$ cat src/tcc_pkg.sv
`default_nettype none
package tcc_pkg;

  // ==========================================================================
  // Register indices (byte address is four times the index)
  localparam logic [7:0] IDX_CMP_CAP_A = 8'h18;
  localparam logic [7:0] IDX_CAP_B = 8'h19;
  localparam logic [7:0] IDX_CTRL = 8'h1A;
  localparam logic [7:0] IDX_EXT_INT_CTRL = 8'h37;
  localparam logic [7:0] IDX_IRQ_STATUS = 8'h38;
  localparam logic [7:0] IDX_IRQ_MASK = 8'h39;
  localparam int ADDR_W = 10;

  // ==========================================================================
  // Control and external interrupt control register field positions
  localparam int CTRL_MODE_BIT = 0;
  localparam int CTRL_CLK_LSB = 2;
  localparam int CTRL_RUN_BIT = 4;
  localparam int CTRL_SOFTWARE_CAPTURE_BIT = 6;
  localparam int EDGE_SEL_BIT = 3;

  // Interrupt status bits
  localparam int IRQ_EVENT_BIT = 0;
  localparam int IRQ_OVF_BIT = 1;
  localparam int IRQ_W = 2;

  // ==========================================================================
  // Mode and source clock encodings
  localparam logic MODE_TIMER = 1'b0;
  localparam logic MODE_CAPTURE = 1'b1;
  localparam logic [1:0] SRC_DIV4096 = 2'h0;
  localparam logic [1:0] SRC_DIV1024 = 2'h1;
  localparam logic [1:0] SRC_DIV128 = 2'h2;
  localparam logic [1:0] SRC_PIN = 2'h3;

  // Prescaler terminal masks for each division ratio
  localparam int PRESC_W = 12;
  localparam logic [11:0] MASK_DIV4096 = 12'hFFF;
  localparam logic [11:0] MASK_DIV1024 = 12'h3FF;
  localparam logic [11:0] MASK_DIV128 = 12'h07F;

  // Reset values and special data
  localparam logic [7:0] CAP_OVF_VALUE = 8'hFF;
  localparam logic [7:0] ZERO_BYTE = 8'h00;
  localparam logic [31:0] ZERO_WORD = 32'h0;

  // ==========================================================================
  // Control fields held by the block
  typedef struct packed {
    logic run;
    logic [1:0] src_sel;
    logic mode;
  } tcc_ctrl_s;

  // Pin edge pulses
  typedef struct packed {
    logic active;
    logic opposite;
  } tcc_edges_s;

endpackage
`default_nettype wire

$ cat src/tcc_edge_det.sv
`timescale 1ns/1ps
`default_nettype none
module tcc_edge_det (
  input wire logic clk,
  input wire logic rst_n,
  input wire logic pin,
  input wire logic falling_sel,
  output tcc_pkg::tcc_edges_s edges
);

  logic pin_q;
  logic primed_q;
  logic rise;
  logic fall;

  // ==========================================================================
  // Previous pin level; first sample only primes the detector
  always_ff @(posedge clk or negedge rst_n) begin
    if (!rst_n) begin
      pin_q <= 1'b0;
      primed_q <= 1'b0;
    end else begin
      pin_q <= pin;
      primed_q <= 1'b1;
    end
  end

  // Raw edges
  assign rise = primed_q && pin && !pin_q;
  assign fall = primed_q && !pin && pin_q;

  // Active edge per the edge select, opposite edge the other one
  assign edges = falling_sel ? {fall, rise} : {rise, fall};

endmodule
`default_nettype wire

$ cat src/tcc_timer.sv
`timescale 1ns/1ps
`default_nettype none
module tcc_timer #(
  parameter int CNT_W = 8,
  parameter int PRESC_W = tcc_pkg::PRESC_W
) (
  input wire logic CLK_SYS,
  input wire logic RESETN,
  input wire logic [tcc_pkg::ADDR_W-1:0] AVS_ADDRESS,
  input wire logic AVS_READ,
  input wire logic AVS_WRITE,
  input wire logic [31:0] AVS_WRITEDATA,
  input wire logic [3:0] AVS_BYTEENABLE,
  output logic [31:0] AVS_READDATA,
  output logic AVS_WAITREQUEST,
  input wire logic TIMER_INPUT_PIN,
  output logic TIMER_INTERRUPT
);

  // ==========================================================================
  // Declarations
  localparam int IRQ_W_L = tcc_pkg::IRQ_W;
  localparam logic [CNT_W-1:0] CNT_ZERO = '0;
  localparam logic [CNT_W-1:0] CNT_ONE = CNT_W'(1);
  localparam logic [CNT_W-1:0] CNT_ALL = '1;

  // Software-visible register state
  tcc_pkg::tcc_ctrl_s ctrl_q;
  logic edge_sel_q;
  logic [IRQ_W_L-1:0] irq_status_q;
  logic [IRQ_W_L-1:0] irq_status_d;
  logic [IRQ_W_L-1:0] irq_mask_q;
  logic [CNT_W-1:0] cmp_cap_a_q;
  logic [CNT_W-1:0] cap_b_q;

  // Counting path
  logic [CNT_W-1:0] cnt_q;
  logic [CNT_W-1:0] cnt_d;
  logic [CNT_W-1:0] cnt_inc;
  logic [PRESC_W-1:0] presc_q;
  logic internal_tick;
  logic count_pulse;
  logic lock_q;
  tcc_pkg::tcc_edges_s pin_edges;

  // Bus read path
  logic rd_pend_q;
  logic [31:0] rd_data_q;
  logic [31:0] rd_mux;
  logic rd_done_a;

  // Address decode and write strobes
  logic sel_a;
  logic sel_b;
  logic sel_ctrl;
  logic sel_eic;
  logic sel_st;
  logic sel_mk;
  logic wr_lane;
  logic wr_a;
  logic wr_ctrl;

  // Counter events and the software capture strobe
  logic software_capture_pulse;
  logic match_ev;
  logic cap_a_ev;
  logic cap_b_ev;
  logic ovf_ev;
  logic any_ev;

  // ==========================================================================
  // Address decode: byte address is the index times four
  // Only whole words are decoded; the two lowest address bits must be zero
  assign sel_a = AVS_ADDRESS == {tcc_pkg::IDX_CMP_CAP_A, 2'b00};
  assign sel_b = AVS_ADDRESS == {tcc_pkg::IDX_CAP_B, 2'b00};
  assign sel_ctrl = AVS_ADDRESS == {tcc_pkg::IDX_CTRL, 2'b00};
  assign sel_eic = AVS_ADDRESS == {tcc_pkg::IDX_EXT_INT_CTRL, 2'b00};
  assign sel_st = AVS_ADDRESS == {tcc_pkg::IDX_IRQ_STATUS, 2'b00};
  assign sel_mk = AVS_ADDRESS == {tcc_pkg::IDX_IRQ_MASK, 2'b00};

  // Writes complete in the cycle they are presented; low lane carries data
  assign wr_lane = AVS_WRITE && AVS_BYTEENABLE[0];
  assign wr_a = wr_lane && sel_a;
  assign wr_ctrl = wr_lane && sel_ctrl;

  // Software capture request rides on a control write, never stored
  assign software_capture_pulse = wr_ctrl && AVS_WRITEDATA[tcc_pkg::CTRL_SOFTWARE_CAPTURE_BIT]
    && (ctrl_q.mode == tcc_pkg::MODE_TIMER);

  // Reads take one wait cycle; completion edge is where side effects land
  // Writes never wait
  assign AVS_WAITREQUEST = AVS_READ && !rd_pend_q;
  assign AVS_READDATA = rd_data_q;
  assign rd_done_a = AVS_READ && rd_pend_q && sel_a;

  // ==========================================================================
  // Read pending flag for the single wait state
  // High for one cycle only, so back-to-back reads each wait once
  always_ff @(posedge CLK_SYS or negedge RESETN) begin
    if (!RESETN) begin
      rd_pend_q <= 1'b0;
    end else begin
      rd_pend_q <= AVS_READ && !rd_pend_q;
    end
  end

  // Read data multiplexer; control register is write-only and reads zero
  // Unmapped words read zero as well
  always_comb begin
    rd_mux = tcc_pkg::ZERO_WORD;
    if (sel_a) begin
      rd_mux[CNT_W-1:0] = cmp_cap_a_q;
    end else if (sel_b) begin
      rd_mux[CNT_W-1:0] = cap_b_q;
    end else if (sel_eic) begin
      rd_mux[tcc_pkg::EDGE_SEL_BIT] = edge_sel_q;
    end else if (sel_st) begin
      rd_mux[IRQ_W_L-1:0] = irq_status_q;
    end else if (sel_mk) begin
      rd_mux[IRQ_W_L-1:0] = irq_mask_q;
    end
  end

  // Read data register, loaded during the wait cycle
  // Registered so the mux settles a full cycle before the answer
  always_ff @(posedge CLK_SYS or negedge RESETN) begin
    if (!RESETN) begin
      rd_data_q <= tcc_pkg::ZERO_WORD;
    end else if (AVS_READ && !rd_pend_q) begin
      rd_data_q <= rd_mux;
    end
  end

  // ==========================================================================
  // Control register; software capture bit is not held
  // All fields load together from one write
  always_ff @(posedge CLK_SYS or negedge RESETN) begin
    if (!RESETN) begin
      ctrl_q <= '0;
    end else if (wr_ctrl) begin
      ctrl_q.mode <= AVS_WRITEDATA[tcc_pkg::CTRL_MODE_BIT];
      ctrl_q.src_sel <= AVS_WRITEDATA[tcc_pkg::CTRL_CLK_LSB +: 2];
      ctrl_q.run <= AVS_WRITEDATA[tcc_pkg::CTRL_RUN_BIT];
    end
  end

  // Edge select bit of the external interrupt control register
  // Other bits of that register read zero
  always_ff @(posedge CLK_SYS or negedge RESETN) begin
    if (!RESETN) begin
      edge_sel_q <= 1'b0;
    end else if (wr_lane && sel_eic) begin
      edge_sel_q <= AVS_WRITEDATA[tcc_pkg::EDGE_SEL_BIT];
    end
  end

  // Interrupt mask
  always_ff @(posedge CLK_SYS or negedge RESETN) begin
    if (!RESETN) begin
      irq_mask_q <= '0;
    end else if (wr_lane && sel_mk) begin
      irq_mask_q <= AVS_WRITEDATA[IRQ_W_L-1:0];
    end
  end

  // ==========================================================================
  // Free-running prescaler from the system clock
  // Not cleared by the run bit, so the first tick after start may be early
  always_ff @(posedge CLK_SYS or negedge RESETN) begin
    if (!RESETN) begin
      presc_q <= '0;
    end else begin
      presc_q <= presc_q + PRESC_W'(1);
    end
  end

  // Internal tick at the selected division ratio
  // Pin source gives no internal tick
  always_comb begin
    case (ctrl_q.src_sel)
      tcc_pkg::SRC_DIV4096: begin
        internal_tick = (presc_q & tcc_pkg::MASK_DIV4096)
          == tcc_pkg::MASK_DIV4096;
      end
      tcc_pkg::SRC_DIV1024: begin
        internal_tick = (presc_q & tcc_pkg::MASK_DIV1024)
          == tcc_pkg::MASK_DIV1024;
      end
      tcc_pkg::SRC_DIV128: begin
        internal_tick = (presc_q & tcc_pkg::MASK_DIV128)
          == tcc_pkg::MASK_DIV128;
      end
      default: begin
        internal_tick = 1'b0;
      end
    endcase
  end

  // Pin edge detector on the timer input
  // Edge select can be changed at any time, even while the counter runs
  tcc_edge_det u_edge (
    .clk(CLK_SYS),
    .rst_n(RESETN),
    .pin(TIMER_INPUT_PIN),
    .falling_sel(edge_sel_q),
    .edges(pin_edges)
  );

  // Counting mode takes the pin's active edge when the pin is the source
  // Capture mode ignores this and counts internal ticks
  assign count_pulse = (ctrl_q.src_sel == tcc_pkg::SRC_PIN)
    ? pin_edges.active : internal_tick;

  assign cnt_inc = cnt_q + CNT_ONE;

  // ==========================================================================
  // Counter next value and events
  always_comb begin
    cnt_d = cnt_q;
    match_ev = 1'b0;
    cap_a_ev = 1'b0;
    cap_b_ev = 1'b0;
    ovf_ev = 1'b0;
    if (!ctrl_q.run) begin
      cnt_d = CNT_ZERO;
    end else if (ctrl_q.mode == tcc_pkg::MODE_TIMER) begin
      // Incremented value is compared, so N gives a period of N counts
      if (count_pulse) begin
        if (cnt_inc == cmp_cap_a_q) begin
          cnt_d = CNT_ZERO;
          match_ev = 1'b1;
        end else begin
          cnt_d = cnt_inc;
        end
      end
    end else begin
      // Capture mode free-runs on the internal clock
      // An active edge outranks an overflow tick in the same cycle
      if (internal_tick) begin
        cnt_d = cnt_inc;
      end
      if (!lock_q && pin_edges.active) begin
        cnt_d = CNT_ZERO;
        cap_a_ev = 1'b1;
      end else if (!lock_q && internal_tick && cnt_q == CNT_ALL) begin
        ovf_ev = 1'b1;
      end
      if (!lock_q && pin_edges.opposite) begin
        cap_b_ev = 1'b1;
      end
    end
  end

  assign any_ev = match_ev || cap_a_ev || ovf_ev;

  // Up-counter
  // Cleared every cycle while stopped
  always_ff @(posedge CLK_SYS or negedge RESETN) begin
    if (!RESETN) begin
      cnt_q <= CNT_ZERO;
    end else begin
      cnt_q <= cnt_d;
    end
  end

  // Capture interlock: set by capture or overflow, cleared by reading A
  // Stopping or leaving capture mode drops a pending interlock
  always_ff @(posedge CLK_SYS or negedge RESETN) begin
    if (!RESETN) begin
      lock_q <= 1'b0;
    end else if (!ctrl_q.run || ctrl_q.mode == tcc_pkg::MODE_TIMER) begin
      lock_q <= 1'b0;
    end else if (cap_a_ev || ovf_ev) begin
      lock_q <= 1'b1;
    end else if (rd_done_a) begin
      lock_q <= 1'b0;
    end
  end

  // ==========================================================================
  // Compare / capture A register, no reset
  // Hardware loads outrank a software write in the same cycle
  always_ff @(posedge CLK_SYS) begin
    if (cap_a_ev) begin
      cmp_cap_a_q <= cnt_q;
    end else if (ovf_ev) begin
      cmp_cap_a_q <= tcc_pkg::CAP_OVF_VALUE;
    end else if (wr_a) begin
      cmp_cap_a_q <= AVS_WRITEDATA[CNT_W-1:0];
    end
  end

  // Capture B register, no reset
  // Opposite edge and software capture share the load
  always_ff @(posedge CLK_SYS) begin
    if (cap_b_ev || software_capture_pulse) begin
      cap_b_q <= cnt_q;
    end
  end

  // ==========================================================================
  // Sticky status: hardware set wins over a write-one clear
  // Bit 0 flags a match, capture A or overflow event (not capture B), bit 1 an overflow
  always_comb begin
    irq_status_d = irq_status_q;
    if (wr_lane && sel_st) begin
      irq_status_d = irq_status_q & ~AVS_WRITEDATA[IRQ_W_L-1:0];
    end
    if (any_ev) begin
      irq_status_d[tcc_pkg::IRQ_EVENT_BIT] = 1'b1;
    end
    if (ovf_ev) begin
      irq_status_d[tcc_pkg::IRQ_OVF_BIT] = 1'b1;
    end
  end

  // Status register
  always_ff @(posedge CLK_SYS or negedge RESETN) begin
    if (!RESETN) begin
      irq_status_q <= '0;
    end else begin
      irq_status_q <= irq_status_d;
    end
  end

  // Level interrupt while any unmasked status bit is set
  // Masked bits keep their status for polling
  assign TIMER_INTERRUPT = |(irq_status_q & irq_mask_q);

endmodule
`default_nettype wire

$ cat config.mk
export PLATFORM = sky130hd
export DESIGN_NAME = tcc_timer
export DESIGN_NICKNAME = d
export VERILOG_FILES = /design/src/tcc_pkg.sv /design/src/tcc_edge_det.sv /design/src/tcc_timer.sv
export SDC_FILE = /design/constraint.sdc
export NUM_CORES = 1
export LEC_CHECK = 0
export ABC_AREA = 1
export BUFFER_PORTS_ARGS = -buffer_cell sky130_fd_sc_hd__buf_4
export CORE_ASPECT_RATIO = 1.5
export CORE_MARGIN = 4
export CORE_UTILIZATION = 50
export CTS_CLUSTER_SIZE = 25
export DETAILED_ROUTE_END_ITERATION = 8
export PLACE_DENSITY = 0.77
export SYNTH_ARGS = -nofsm -noshare
export SYNTH_HDL_FRONTEND = slang
export SYNTH_HIERARCHICAL = 1
export SYNTH_SLANG_ARGS = --single-unit
$ cat constraint.sdc
create_clock -name CLK_SYS -period 2.95 [get_ports CLK_SYS]
set_input_delay 0.1475 -clock CLK_SYS [delete_from_list [all_inputs] [get_ports CLK_SYS]]
set_output_delay 0.1475 -clock CLK_SYS [all_outputs]
set_load 0.01 [all_outputs]
== Word-level counts from Yosys, hierarchy flattened ==
Cells that the tools add are included.

* Add/subtract/negate cells: 2
* Eq/ne operators: 16
* Muxes and demuxes: 41
* Bitwise gates (word level): 4
* Reduce and logical (&&, ||, !) cells: 36

{| class="wikitable"
|+ Operator list
! cell !! number
|-
| two-way mux 8 bit || 10
|-
| == test 10 x 7 -> 1 bit, second input constant || 3
|-
| == test 10 x 8 -> 1 bit, second input constant || 3
|-
| two-way mux 1 bit || 23
|-
| logical AND 1 bit || 19
|-
| adder 12 x 1 -> 12 bit, second input constant || 1
|-
| == test 12 bit, second input constant || 1
|-
| two-way mux 2 bit || 6
|-
| == test 10 bit, second input constant || 1
|-
| adder 8 x 1 -> 8 bit, second input constant || 1
|-
| == test 8 bit || 1
|-
| == test 8 bit, second input constant || 1
|-
| == test 7 bit, second input constant || 1
|-
| nonzero test 3 bit || 2
|-
| logical NOT 1 bit || 5
|-
| logical OR 1 bit || 5
|-
| bitwise AND 2 bit || 2
|-
| == test 2 bit, second input constant || 2
|-
| two-way mux 4 bit || 1
|-
| inequality test 4 x 2 -> 1 bit, second input constant || 1
|-
| nonzero test 2 bit || 2
|-
| inequality test 3 x 2 -> 1 bit, second input constant || 1
|-
| one-hot mux 1 bit (3 select lines) || 1
|-
| == test 2 x 1 -> 1 bit, second input constant || 1
|-
| other kinds (5) || 5
|}

* Register bits after elaboration: 57
* Input port bits: 51
* Output and inout port bits: 34

== Depth between registers and ports, before layout ==
* Word-level depth: 11
* Mapped depth: 13
* Depth with buffers taken out: 13

== Cells and area by module ==
Netlist, hierarchy kept.

{| class="wikitable"
|+ Modules (own cells, without submodules)
! module !! instances !! cells each !! area each (µm²) !! sequential area each (µm²)
|-
| tcc_timer || 1 || 378 || 3054.2 || 1456.4
|-
| tcc_edge_det || 1 || 16 || 107.6 || 50.0
|}

== Worst setup path after synthesis ==
OpenSTA, ideal clock, no wires.

* Path kind: reg2reg
* From: reg u_edge.primed_q
* To: reg cmp_cap_a_q[0], enable pin
* Setup time: 384 ps
* Arrival: 1689 ps
* Required time: 2566 ps
* Path slack: 877 ps
* Cell stages (with the launch flop): 13
* Path buffers: 0
* Path through: dfrtp_1 -> nand2_1 -> nor2_1 -> nand2_1 -> nand2_1 -> inv_1 -> nor2_1 -> inv_1 -> nor2_1 -> inv_1 -> nand2_4 -> inv_2 -> o21ai_0

{| class="wikitable"
|+ RTL lines
! item !! RTL line !! source
|-
| start, declared || tcc_edge_det.sv:12 || <nowiki>logic primed_q;</nowiki>
|-
| start signal, assigned || tcc_edge_det.sv:21 || <nowiki>primed_q <= 1'b0;</nowiki>
|-
| start signal, assigned || tcc_edge_det.sv:24 || <nowiki>primed_q <= 1'b1;</nowiki>
|-
| end signal, assigned || tcc_timer.sv:285 || <nowiki>cmp_cap_a_q <= cnt_q;</nowiki>
|-
| end signal, assigned || tcc_timer.sv:287 || <nowiki>cmp_cap_a_q <= tcc_pkg::CAP_OVF_VALUE;</nowiki>
|-
| end signal, assigned || tcc_timer.sv:289 || <nowiki>cmp_cap_a_q <= AVS_WRITEDATA[CNT_W-1:0];</nowiki>
|-
| end, declared || tcc_timer.sv:33 || <nowiki>logic [CNT_W-1:0] cmp_cap_a_q;</nowiki>
|}

==> out/results.txt <==
CTS tree: yes
Cell area after layout: 3640 um2
Clock Latency Late Sink: 0.34 ns
Worst-margin pin slew: 0.547 ns
Power Dens Cells: 450 nW/um2
H-tree levels: 3
Starting Density: 51.6%
First-pass GRT wire length: 11.6 mm
Crit. End Element: flop
Initial DRC count: 172
Tcrit/Tclk final: 73.8%
Worst-path cell chain: dlygate4sd3_1 > buf_4 > nand2_1 > nor2_1 > nand2_1 > nand2_1 > inv_1 > nor2_1 > inv_1 > nor2_1 > buf_4 > inv_1 > nand2_4 > inv_2 > o21ai_0 > buf_4
Dominant cell type by area after synthesis: dfrtp_1
Max cap viols: 0
CP Data Required Time: 2.99 ns
Clk buf depth: 2
HP Start: AVS_WRITEDATA[2]
Asr flop ratio synth: 71.9%
Total power: 1.64 mW
Drt pass-1 iters: 5
Finished Layout Cells: 521
Site Rows: 35
Die Y: 105 um
Worst path arrival time: 2.22 ns
Compound-cell area share of the yosys netlist: 8.51%
Post-DP Area: 3430 um2
Flop-to-flop setup slack: 0.81 ns
Worst Path Buf+Inv: 8
R2R Path End: cmp_cap_a_q[3]
Root Buffer Master: clkbuf_8
Outcome: complete, no violations
Leak pwr: 1.80 nW
N_diodes: 0
TritonCTS Buffers: 9
Mux share of post-synthesis cell area: 0.712%
Fin util: 59.4%
Most frequent cell after synthesis: nand2_1
Simple-Gate Fraction of Synth Area: 26.9%
Syn Inst Count: 394
Area Overhead vs Synth: 15.2%
Routed length per instance: 13.4 um
Fin. Hold Viols: 0
Clock transition at path regs: 0.06 ns
# resized after CTS: 0
Final WL: 6.98 mm
Peak VDD IR: 0.364 mV
Reg2Reg Launch Point: cnt_q[0]
Worst-path maximum fanout: 10
Post-Syn Area: 3160 um2
DIE WIDTH: 72.9 um
Main combinational cell family by area after synthesis: simple AND/OR/NAND/NOR gates
Synthesized flop and latch total: 57
CP top delay family: buffers and inverters
Vias per cell: 5.04
WHS Endpoint: ctrl_q[1]
I/O Buffers: 33
Placed Instances: 503
Hold Crit Class: in2reg
DRC errors left: 0
IO Pins: 85
DIE AREA: 7690 um2
XOR/XNOR Fraction of Synth Area: 2.22%
Detailed placement HPWL: 5.33 mm
Post-synth EDFFs: 16
Vias in the first global route: 2,514
Fin nets: 495
RSZ-0062 raised after global routing: false
Crit-path slowest cell: dlygate4sd3_1
Register area share after synthesis: 47.6%
Reg2reg path depth: 10
Adder-cell share of the synthesized area: 0.791%
Routed via count: 2,627
Layout cell share with drive strength beyond 1: 17.2%
Slowest Stage Delay on Critical Path: 0.52 ns
WHS Path Cells: 2
Largest net degree at the start of global routing: 42
Top FF cell, synth: dfrtp_1
ANT nets after route: 0
Rel. slew slack: 63.6%
Synth top area share: 32.4%
Total Routing Usage GR: 19.9%
Initial antenna violation count: 0
Unique cell type count in the Yosys netlist: 33
Final Max Slew Viols: 0
Final setup violating endpoints: 0
Fill count: 568
Final Skew: 0.00976 ns
Worst Setup Start Kind: primary input
Top cells by count, synth: nand2_1 (98), inv_1 (57), dfrtp_1 (41)
Gpl congestion: 0.880
Crit Path Class: in2reg
Setup_tns: 0 ns
Syn Area/Cell: 8.02 um2
Clock sink total: 57
Total congestion overflow: 0
Achievable clock frequency: 0.459 GHz
Synthesis Warnings: 6
Top cells by area, synth: dfrtp_1 (32%), edfxtp_1 (15%), nand2_1 (12%)
Core area: 6130 um2
Min cycle time layout: 2.18 ns
where the power goes:
part / switching (mW) / total [mW] / internal (mW) / leakage [nW]
clock: 0.331 / 0.684 / 0.354 / 0.0937
sequential: 0.00920 / 0.833 / 0.824 / 0.696
combinational: 0.0719 / 0.122 / 0.0505 / 1.01
total: 0.412 / 1.64 / 1.23 / 1.80
worst max-delay path by stage:
stage | endpoint | slack, ns | cells after the start | from
final | cmp_cap_a_q[3] | 0.77 | 16 | TIMER_INPUT_PIN
after global routing | cmp_cap_a_q[3] | 0.54 | 16 | TIMER_INPUT_PIN
after CTS | cmp_cap_a_q[3] | 0.74 | 16 | TIMER_INPUT_PIN
after detailed placement | cmp_cap_a_q[7] | 0.82 | 10 | cnt_q[0]
after global placement | cmp_cap_a_q[7] | 0.83 | 10 | cnt_q[0]
after floorplan | cmp_cap_a_q[0] | 0.88 | 12 | u_edge/primed_q
layer usage:
| metal | wire length (um) | GRT usage [%] |
|---|---|---|
| met5 | 0 | 0 |
| met4 | 128 | 10.6 |
| met3 | 416 | 3.05 |
| met2 | 3700 | 34.4 |
| met1 | 2740 | 22.9 |
cells in the final DEF (no fill, tap or decap):
cell,Yosys,layout
nand2_1,98,98
inv_1,57,57
dfrtp_1,41,41
nor2_1,38,38
buf_4,24,37
conb_1,2,25
o21ai_0,22,22
nand3_1,21,21
edfxtp_1,16,16
a21oi_1,15,15
nand4_1,10,10
clkbuf_8,0,9
nand2_2,8,8
xor2_1,6,6
nor3_1,5,5
a31oi_1,3,3
nor2_4,3,3
inv_2,3,3
nor2_2,3,3
xnor2_1,2,2
o21ai_1,2,2
mux2_2,2,2
ha_1,2,2
clkinv_2,0,2
clkinvlp_4,0,2
dlygate4sd3_1,0,2
nor3_2,1,1
o21ai_2,1,1
nand2_4,1,1
o21bai_1,1,1
a22o_1,1,1
a21oi_4,1,1
nand3b_1,1,1
nand3_4,1,1
o22ai_1,1,1
o211ai_1,1,1
clkinv_4,0,1
inv_4,0,1
clkbuf_16,0,1
final cells by class:
class	instances	area [um2]	share of cell area, %
Clock buffer	10	149	4.09
Clock inverter	6	40.0	1.10
Inverter	60	225	6.18
Multi-Input combinational cell	275	1330	36.6
Sequential cell	57	1510	41.3
Tap cell	74	92.6	2.54
Timing Repair Buffer	39	298	8.17
registers in the layout (all words and copies together), names as in the netlist, 2 cells and up:
name,count
AVS_READDATA,8
irq_mask_q,2
ctrl_q,4
irq_status_q,2
cap_b_q,8
cmp_cap_a_q,8
presc_q,12
cnt_q,8
stage by stage:
| step | worst slack [ns] | hold slack [ns] |
|---|---|---|
| 2_1_floorplan | 0.877 | -0.148 |
| 3_3_place_gp | 0.826 | 0.166 |
| 3_5_place_dp | 0.820 | 0.171 |
| 4_1_cts | 0.743 | 0.0411 |
| 5_1_grt | 0.543 | 0.0421 |
| 6_report | 0.772 | 0.0493 |
cell families after synthesis:
| group | after synthesis |
|---|---|
| XOR/XNOR | 8 |
| adder cells (fa/ha/maj) | 2 |
| buffers and inverters | 85 |
| AO/OA/AOI/OAI | 48 |
| flip-flops | 57 |
| multiplexers | 2 |
| other | 2 |
| AND/OR/NAND/NOR | 190 |
timing repair:
item                                   4_1_cts  5_1_grt
endpoints found under the hold margin       42        0
buffers inserted                             0        0
hold buffers                                 2        0
(Power assumes the default switching activity.)
